`src/hdl/swa_defines.svh`:
```
// constants for the single wire activation controller
`ifndef SWA_DEFINES_SVH
`define SWA_DEFINES_SVH
`define SWA_CLK_MHZ 25
`define SWA_T_LINE_RAISE_US 1000
`define SWA_T_RES_SUPPLY_US 700
`define SWA_T_RES_DEACT_US 500
`define SWA_T_FRAME_REPLY_US 2000
`define SWA_MAX_REPEATS 2'h3
`define SWA_ADDR_W 12
`define SWA_OFF_CTRL 12'h000
`define SWA_OFF_STATUS 12'h004
`define SWA_CTRL_START 0
`define SWA_CTRL_STOP 1
`define SWA_CTRL_LOWPWR 2
`define SWA_CNT_W 17
`endif

```
`src/hdl/swa_pkg.sv`:
```
// types for the single wire activation controller
package swa_pkg;
  typedef enum logic [7:0] {
    SWA_IDLE = 8'h01,
    SWA_PWR_WAIT = 8'h02,
    SWA_RESUME_WAIT = 8'h04,
    SWA_SYNC_WAIT = 8'h08,
    SWA_RESP_WAIT = 8'h10,
    SWA_SUCCESS = 8'h20,
    SWA_FAIL = 8'h40,
    SWA_SHUTDOWN = 8'h80
  } swa_state_e;
  typedef enum logic [1:0] {
    SWA_RX_SYNC = 2'h0,
    SWA_RX_READY = 2'h1,
    SWA_RX_OTHER = 2'h2,
    SWA_RX_CORRUPT = 2'h3
  } swa_rx_kind_e;
  typedef struct packed {
    logic valid;
    swa_rx_kind_e kind;
  } swa_rx_s;
  typedef struct packed {
    logic valid;
    logic repeat_request_bit;
    logic full_power;
  } swa_tx_s;
endpackage

```
`src/hdl/swa_host.sv`:
```
// front end controller for single wire line activation
// Functional notes
// line stays low while card supply off
// low to high line edge activates card
// shutdown: drop line, then drop supply
// card resumes within 700 us after activation
// no resume seen: deactivate the line
// card drops current within 100 ms unactivated
// card sends first sync, then waits
// good sync, full power: send repeat 0
// good sync, low power: activation done
// bad or missing frame: send repeat 1
// card repeats or answers ready per bit
// card ignores corrupted front end frames
// sync after repeat or ready ends activation
// at most three repeat requests per attempt
// out of order frame counts as corrupted
// failed activation deactivates the line
// initial syncs carry activation information
// subsequent frames omit activation information
// subsequent: first good sync ends activation
// raise line 1000 us after supply on
// card answers power frame within 2000 us
// card resumes within 500 us when subsequent
// sample slave current only while line high
// response timeout drives repeat or failure
`timescale 1ns/1ps
`default_nettype none
`include "swa_defines.svh"
module swa_host #(
  parameter int LINE_RAISE_CYC = `SWA_T_LINE_RAISE_US * `SWA_CLK_MHZ,
  parameter int RES_SUPPLY_CYC = `SWA_T_RES_SUPPLY_US * `SWA_CLK_MHZ,
  parameter int RES_DEACT_CYC = `SWA_T_RES_DEACT_US * `SWA_CLK_MHZ,
  parameter int REPLY_CYC = `SWA_T_FRAME_REPLY_US * `SWA_CLK_MHZ
) (
  input wire logic sys_clk, // 25 MHz clock
  input wire logic reset, // synchronous, active high
  input wire logic [11:0] paddr, // apb address
  input wire logic psel, // apb select
  input wire logic penable, // apb access phase
  input wire logic pwrite, // apb direction
  input wire logic [31:0] pwdata, // apb write data
  output logic [31:0] prdata, // apb read data
  output logic pready, // apb ready
  output logic pslverr, // apb error, unmapped address
  output logic supply_en, // card supply on
  output logic master_voltage_signal, // line level, high = activated
  input wire logic slave_current_signal, // card current, asynchronous
  input wire swa_pkg::swa_rx_s rx_frame, // frames decoded by framer
  output swa_pkg::swa_tx_s tx_frame, // power mode frame request
  input wire logic tx_ready, // framer takes tx_frame
  output logic link_activated // link in activated state
);
  swa_pkg::swa_state_e state_q, state_d;
  logic [`SWA_CNT_W-1:0] cnt_q, cnt_d;
  logic [1:0] rep_q, rep_d;
  logic supply_q, supply_d, line_q, line_d, link_q, link_d;
  logic first_sync_q, first_sync_d, last_fr_q, last_fr_d;
  logic subseq_q, subseq_d, settled_q, settled_d;
  logic ok_q, ok_d, fail_q, fail_d, lowpwr_q, lowpwr_d;
  swa_pkg::swa_tx_s tx_q, tx_d;
  logic sc_s1_q, sc_s2_q, ln_s1_q, ln_s2_q;
  logic [31:0] prdata_q, prdata_d;
  logic pready_q, pready_d, pslverr_q, pslverr_d;
  logic wr_fire, cmd_start, cmd_stop, need_rep, hit;

  // cycle count of a time, truncated to the counter width
  function automatic logic [`SWA_CNT_W-1:0] cyc(input int n);
    cyc = `SWA_CNT_W'(n);
  endfunction

  // two flops on the card current input, line level delayed alike
  always_ff @(posedge sys_clk) begin
    if (reset) begin
      sc_s1_q <= 1'b0;
      sc_s2_q <= 1'b0;
      ln_s1_q <= 1'b0;
      ln_s2_q <= 1'b0;
    end else begin
      sc_s1_q <= slave_current_signal;
      sc_s2_q <= sc_s1_q;
      ln_s1_q <= line_q;
      ln_s2_q <= ln_s1_q;
    end
  end

  // apb slave: ready in second access cycle, write then takes effect
  always_comb begin
    hit = (paddr == `SWA_OFF_CTRL) || (paddr == `SWA_OFF_STATUS);
    pready_d = psel && penable && !pready_q;
    pslverr_d = pready_d && !hit;
    prdata_d = 32'h0;
    if (pready_d && !pwrite && paddr == `SWA_OFF_CTRL) begin
      prdata_d = {29'h0, lowpwr_q, 2'h0};
    end else if (pready_d && !pwrite && paddr == `SWA_OFF_STATUS) begin
      prdata_d = {16'h0, rep_q, subseq_q, fail_q, ok_q, link_q, line_q,
                  supply_q, state_q};
    end
    wr_fire = psel && penable && pready_q && pwrite
              && paddr == `SWA_OFF_CTRL;
    cmd_start = wr_fire && pwdata[`SWA_CTRL_START];
    cmd_stop = wr_fire && pwdata[`SWA_CTRL_STOP];
    lowpwr_d = wr_fire ? pwdata[`SWA_CTRL_LOWPWR] : lowpwr_q;
  end

  always_ff @(posedge sys_clk) begin
    if (reset) begin
      pready_q <= 1'b0;
      pslverr_q <= 1'b0;
      prdata_q <= 32'h0;
      lowpwr_q <= 1'b0;
    end else begin
      pready_q <= pready_d;
      pslverr_q <= pslverr_d;
      prdata_q <= prdata_d;
      lowpwr_q <= lowpwr_d;
    end
  end

  // activation sequencer next state
  always_comb begin
    state_d = state_q;
    cnt_d = (cnt_q == '0) ? cnt_q : cnt_q - `SWA_CNT_W'(1);
    rep_d = rep_q;
    supply_d = supply_q;
    line_d = line_q;
    link_d = link_q;
    first_sync_d = first_sync_q;
    last_fr_d = last_fr_q;
    subseq_d = subseq_q;
    settled_d = settled_q;
    ok_d = ok_q;
    fail_d = fail_q;
    tx_d = tx_q;
    need_rep = 1'b0;
    if (tx_q.valid && tx_ready) begin
      tx_d.valid = 1'b0;
      cnt_d = cyc(REPLY_CYC);
    end
    case (state_q)
      swa_pkg::SWA_IDLE, swa_pkg::SWA_SUCCESS, swa_pkg::SWA_FAIL: begin
        if (cmd_stop) begin
          // line down first
          line_d = 1'b0;
          link_d = 1'b0;
          state_d = swa_pkg::SWA_SHUTDOWN;
        end else if (cmd_start && !line_q) begin
          ok_d = 1'b0;
          fail_d = 1'b0;
          rep_d = 2'h0;
          first_sync_d = 1'b0;
          last_fr_d = 1'b0;
          supply_d = 1'b1;
          if (supply_q && settled_q) begin
            // raise line to activate card
            line_d = 1'b1;
            cnt_d = subseq_q ? cyc(RES_DEACT_CYC) : cyc(RES_SUPPLY_CYC);
            state_d = swa_pkg::SWA_RESUME_WAIT;
          end else begin
            // supply settles before line rises
            cnt_d = cyc(LINE_RAISE_CYC);
            state_d = swa_pkg::SWA_PWR_WAIT;
          end
        end
      end
      swa_pkg::SWA_PWR_WAIT: begin
        if (cnt_q == '0) begin
          settled_d = 1'b1;
          line_d = 1'b1;
          cnt_d = cyc(RES_SUPPLY_CYC);
          state_d = swa_pkg::SWA_RESUME_WAIT;
        end
      end
      swa_pkg::SWA_RESUME_WAIT: begin
        // current counts only with the line high
        if (sc_s2_q && line_q && ln_s2_q) begin
          link_d = 1'b1;
          cnt_d = cyc(REPLY_CYC);
          state_d = swa_pkg::SWA_SYNC_WAIT;
        end else if (cnt_q == '0) begin
          // no resume, give up the line
          state_d = swa_pkg::SWA_FAIL;
        end
      end
      swa_pkg::SWA_SYNC_WAIT: begin
        if (rx_frame.valid && rx_frame.kind == swa_pkg::SWA_RX_SYNC) begin
          first_sync_d = 1'b1;
          if (subseq_q || lowpwr_q) begin
            // done on first good sync
            state_d = swa_pkg::SWA_SUCCESS;
          end else begin
            // full power answer
            tx_d = '{valid: 1'b1, repeat_request_bit: 1'b0,
                     full_power: 1'b1};
            last_fr_d = 1'b0;
            state_d = swa_pkg::SWA_RESP_WAIT;
          end
        end else if (rx_frame.valid || cnt_q == '0) begin
          // wrong, corrupt or missing frame
          need_rep = 1'b1;
        end
      end
      swa_pkg::SWA_RESP_WAIT: begin
        if (tx_q.valid) begin
          state_d = state_q;
        end else if (rx_frame.valid && rx_frame.kind == swa_pkg::SWA_RX_SYNC
                     && last_fr_q) begin
          // sync after repeat request
          state_d = swa_pkg::SWA_SUCCESS;
        end else if (rx_frame.valid
                     && rx_frame.kind == swa_pkg::SWA_RX_READY
                     && first_sync_q) begin
          // ready after good first sync
          state_d = swa_pkg::SWA_SUCCESS;
        end else if (rx_frame.valid || cnt_q == '0) begin
          // out of order or no answer
          need_rep = 1'b1;
        end
      end
      swa_pkg::SWA_SHUTDOWN: begin
        // supply off one cycle after line
        supply_d = 1'b0;
        settled_d = 1'b0;
        subseq_d = 1'b0;
        state_d = swa_pkg::SWA_IDLE;
      end
      default: begin
        state_d = swa_pkg::SWA_IDLE;
      end
    endcase
    if (need_rep) begin
      if (rep_q == `SWA_MAX_REPEATS) begin
        // limit reached, R16 give up
        state_d = swa_pkg::SWA_FAIL;
      end else begin
        // repeat request with current power mode
        tx_d = '{valid: 1'b1, repeat_request_bit: 1'b1,
                 full_power: !lowpwr_q};
        last_fr_d = 1'b1;
        rep_d = rep_q + 2'h1;
        state_d = swa_pkg::SWA_RESP_WAIT;
      end
    end
    if (state_d == swa_pkg::SWA_FAIL && state_q != swa_pkg::SWA_FAIL) begin
      // failure drops the line
      line_d = 1'b0;
      link_d = 1'b0;
      tx_d.valid = 1'b0;
      fail_d = 1'b1;
    end
    if (state_d == swa_pkg::SWA_SUCCESS
        && state_q != swa_pkg::SWA_SUCCESS) begin
      ok_d = 1'b1;
      subseq_d = 1'b1;
    end
    // line never high without supply
    if (!supply_d) begin
      line_d = 1'b0;
    end
  end

  always_ff @(posedge sys_clk) begin
    if (reset) begin
      state_q <= swa_pkg::SWA_IDLE;
      cnt_q <= '0;
      rep_q <= 2'h0;
      supply_q <= 1'b0;
      line_q <= 1'b0;
      link_q <= 1'b0;
      first_sync_q <= 1'b0;
      last_fr_q <= 1'b0;
      subseq_q <= 1'b0;
      settled_q <= 1'b0;
      ok_q <= 1'b0;
      fail_q <= 1'b0;
      tx_q <= '0;
    end else begin
      state_q <= state_d;
      cnt_q <= cnt_d;
      rep_q <= rep_d;
      supply_q <= supply_d;
      line_q <= line_d;
      link_q <= link_d;
      first_sync_q <= first_sync_d;
      last_fr_q <= last_fr_d;
      subseq_q <= subseq_d;
      settled_q <= settled_d;
      ok_q <= ok_d;
      fail_q <= fail_d;
      tx_q <= tx_d;
    end
  end

  // outputs straight from flops
  assign prdata = prdata_q;
  assign pready = pready_q;
  assign pslverr = pslverr_q;
  assign supply_en = supply_q;
  assign master_voltage_signal = line_q;
  assign tx_frame = tx_q;
  assign link_activated = link_q;

  // cycles since supply came on, for the raise delay check
  logic [`SWA_CNT_W-1:0] age_q;
  always_ff @(posedge sys_clk) begin
    if (reset || !supply_q) begin
      age_q <= '0;
    end else if (age_q != '1) begin
      age_q <= age_q + `SWA_CNT_W'(1);
    end
  end
endmodule
`default_nettype wire

```
`config.mk`:
```
export PLATFORM = sky130hd
export DESIGN_NAME = swa_host
export DESIGN_NICKNAME = d
export VERILOG_FILES = /design/src/hdl/swa_pkg.sv /design/src/hdl/swa_host.sv
export VERILOG_INCLUDE_DIRS = /design/src /design/src/hdl
export SDC_FILE = /design/constraint.sdc
export NUM_CORES = 1
export LEC_CHECK = 0
export ABC_AREA = 1
export BUFFER_PORTS_ARGS = -buffer_cell sky130_fd_sc_hd__buf_2
export CAP_MARGIN = 25
export CORE_ASPECT_RATIO = 1.1
export CORE_MARGIN = 3
export CORE_UTILIZATION = 30
export CTS_CLUSTER_DIAMETER = 200
export DETAILED_ROUTE_END_ITERATION = 8
export PLACE_DENSITY_LB_ADDON = 0.3
export REMOVE_ABC_BUFFERS = 1
export SYNTH_ARGS = -nofsm -noshare
export SYNTH_HDL_FRONTEND = slang
export SYNTH_SLANG_ARGS = --single-unit
```
`constraint.sdc`:
```
create_clock -name sys_clk -period 2.1 [get_ports sys_clk]
set_input_delay 0.42 -clock sys_clk [delete_from_list [all_inputs] [get_ports sys_clk]]
set_output_delay 0.42 -clock sys_clk [all_outputs]
set_load 0.02 [all_outputs]
```
==> results.py <==
metrics = {
    "synthesis": {
        "synth.distinct_cells": 42,
        "syn_inst": 511,
        "synth.cell_area_um2": 3440,
        "yosysWarnings": 0,
        "yosysSeqAreaShare_pct": 36.1,
        "yosys_register_bits": 62,
        "syn_area_per_cell_um2": 6.73,
    },
    "global_route": {
        "grt_max_degree": 25,
        "grt_usage_pct": 15.3,
        "grt_pass1_vias": 3325,
        "grt_pass1_wl_um": 15600,
        "antenna_found_initial": 0,
        "overflow": 0,
    },
    "die": {
        "die-area_um2": 12800,
        "rows": 40,
        "initial_core_util_pct": 31.1,
        "core_um2": 11100,
        "die_height_um": 118,
        "die_w_um": 108,
        "io_pins": 94,
    },
    "final_layout": {
        "finalNetCount": 632,
        "drive_above_1_share_pct": 20.7,
        "stdcell_count": 726,
        "final_common_cell": "nand2_1",
        "layout_common_cells": "nand2_1, nor2_1, inv_1",
        "diodes": 0,
        "area_growth_pct": 21.6,
        "final_util_pct": 37.8,
    },
    "clock_network": {
        "cts_tree": "yes",
        "postCtsSetupBuffers": 0,
        "clk_path_buf_depth": 2,
        "cts-root-buf": "clkbuf_16",
        "hold_buffers": 0,
        "cts_inserted_buffers": 9,
        "cts-htree-levels": 3,
        "clk_pin_slew_worst_paths_ns": 0.06,
        "ctsResizeCount": 0,
        "insertion_delay_ns": 0.33,
        "cts.sinks": 62,
    },
    "power": {
        "power_mw": 4.86,
        "p_leak_nw": 2.06,
        "p_switching_mw": 1.77,
        "peakVddDrop_v": 0.000446,
        "clockPowerShare_pct": 33.0,
        "pwr-share-seq_pct": 29.9,
        "combPwrFrac_pct": 37.1,
        "p_sw_share_pct": 36.5,
        "powerDensity_nw_per_um2": 1160,
        "p_int_mw": 3.09,
    },
    "worst_setup_path": {
        "crit_family": "simple AND/OR/NAND/NOR gates",
        "critPathMaxFanout": 5,
        "critical-path-slowest-cell": "dfxtp_1",
        "max_stage_delay_ns": 0.35,
        "required_ns": 2.30,
        "worstPathCellList": "nor2_2 -> nand2_2 -> nor2_2 -> nand2_2 -> nand2_2 -> o21ai_1 -> or2_1 -> o21ai_1 -> a21oi_1",
        "crit_type": "reg2reg",
        "crit_buf_inv": 0,
        "cpMostUsedCell": "nand2_2",
        "cp.arrival_ns": 2.03,
        "cp-start-kind": "register",
        "endpoint_kind": "register",
    },
    "routing": {
        "postRouteAntennaNets": 0,
        "wl_per_cell_um": 12.6,
        "firstDrtPassIters": 4,
        "wirelength_um": 9150,
        "vias": 3237,
        "drc": 0,
        "first_iter_violations": 95,
        "drt-vias-per-instance": 4.46,
    },
    "sta": {
        "max_freq_ghz": 0.549,
        "skew_ns": 0.00779,
        "setup_viol": 0,
        "rsz0062_at_grt": "no",
        "report.final.slew_viol_count": 0,
        "tightestPinTransition_ns": 0.544,
        "finalHoldViolCount": 0,
        "timing.final.crit_share_pct": 86.8,
        "tns_ns": 0,
        "slew_headroom_pct": 63.7,
        "period_minus_slack_ns": 1.82,
    },
    "placed_design": {
        "numPortBuffers": 48,
        "dp.cells": 711,
        "dpl.hpwl_um": 7390,
        "routabilityCongestion": 0.882,
    },
    "worst_hold_path": {
        "hp-class": "in2reg",
    },
    "run": {
        "drv_cap": 0,
    },
    "outcome": {
        "status": "complete, no violations",
    },
}
[tightest hold or removal path, delay by kind of cell]
| family | cells | cell delay [ns] |
|---|---|---|
| buffers and inverters | 2 | 0.14 |
| and+or+nand+nor | 1 | 0.03 |
[power by group through the flow]
stage               Sequential (mW)  Combinational, mW  Clock, mW
global placement               1.48               1.79          0
finish                         1.45               1.80       1.61
detailed placement             1.48               1.80          0
global route                   1.48               2.08       1.71
CTS                            1.45               1.81       1.65
floorplan                      1.44               1.35          0
[stage by stage]
stage          area [um2]  setup slack [ns]  hold WS [ns]
2_1_floorplan        3340             0.337         0.388
3_3_place_gp         3860             0.219         0.396
3_5_place_dp         3860             0.187         0.404
4_1_cts              4180             0.279         0.296
5_1_grt              4180             0.100         0.335
6_report             4180             0.277         0.306
[Yosys cell counts, drive strengths merged]
| library cell | n | area, um2 |
|---|---|---|
| ha | 3 | 37.5 |
| nand2 | 123 | 534 |
| dfxtp | 62 | 1240 |
| o21ai | 23 | 119 |
| o21a | 1 | 7.51 |
| inv | 72 | 270 |
| o211ai | 1 | 7.51 |
| nor3 | 12 | 65.1 |
| a21o | 1 | 7.51 |
| a21oi | 26 | 138 |
| nand4 | 7 | 50.1 |
| conb | 1 | 3.75 |
| or3 | 1 | 6.26 |
| xnor2 | 4 | 35.0 |
| or2 | 1 | 6.26 |
| o2111ai | 1 | 8.76 |
| xor2 | 1 | 8.76 |
| nand3b | 2 | 15.0 |
| a211oi | 3 | 27.5 |
| o22ai | 1 | 6.26 |
| nand3 | 28 | 163 |
| and3 | 2 | 12.5 |
| buf | 18 | 136 |
| clkbuf | 4 | 15.0 |
| a31oi | 3 | 18.8 |
| nor2 | 110 | 497 |
[path summary, 6_finish.rpt]
kind | startpoint | endpoint | slack [ns] | cells past startpoint
max | cnt_q[6] | cnt_q[13] | 0.28 | 9
min | slave_current_signal | sc_s1_q | 0.31 | 3
max reg2reg | cnt_q[6] | cnt_q[13] | 0.28 | 9
min reg2reg | sc_s1_q | sc_s2_q | 0.41 | 2
[layout make-up]
cell class | count | area (um2)
clock inverters | 3 | 67.6
flip-flops and latches | 62 | 1240
multi-input cells | 370 | 1830
repair buffers | 60 | 330
inverters | 72 | 270
fillers | 1173 | 6880
clock buffers | 12 | 256
well taps | 147 | 184
[routing by layer]
metal / part of all wire (%) / GRT usage, %
met1: 42 / 17.7
met2: 52 / 27.3
met3: 3.1 / 3.11
met4: 2.4 / 5.68
met5: 0 / 0
[flip-flops by register name (all words and copies together) (netlist names), 2 cells and up]
register  cells
cnt_q        17
prdata       16
rep_q         2
state_q       8
tx_frame      3
[logic make-up (layout without fill, tap and decap cells)]
family,after synthesis,count (layout),synth area share [%]
AOI/OAI and AO/OA,60,60,9.90
xor gates and xnor gates,5,5,1.27
adders and majority gates,3,3,1.09
buffers and inverters,94,147,12.3
DFF,62,62,36.1
other,1,16,0.109
and+or+nand+nor,286,286,39.2
(Power assumes the default switching activity.)
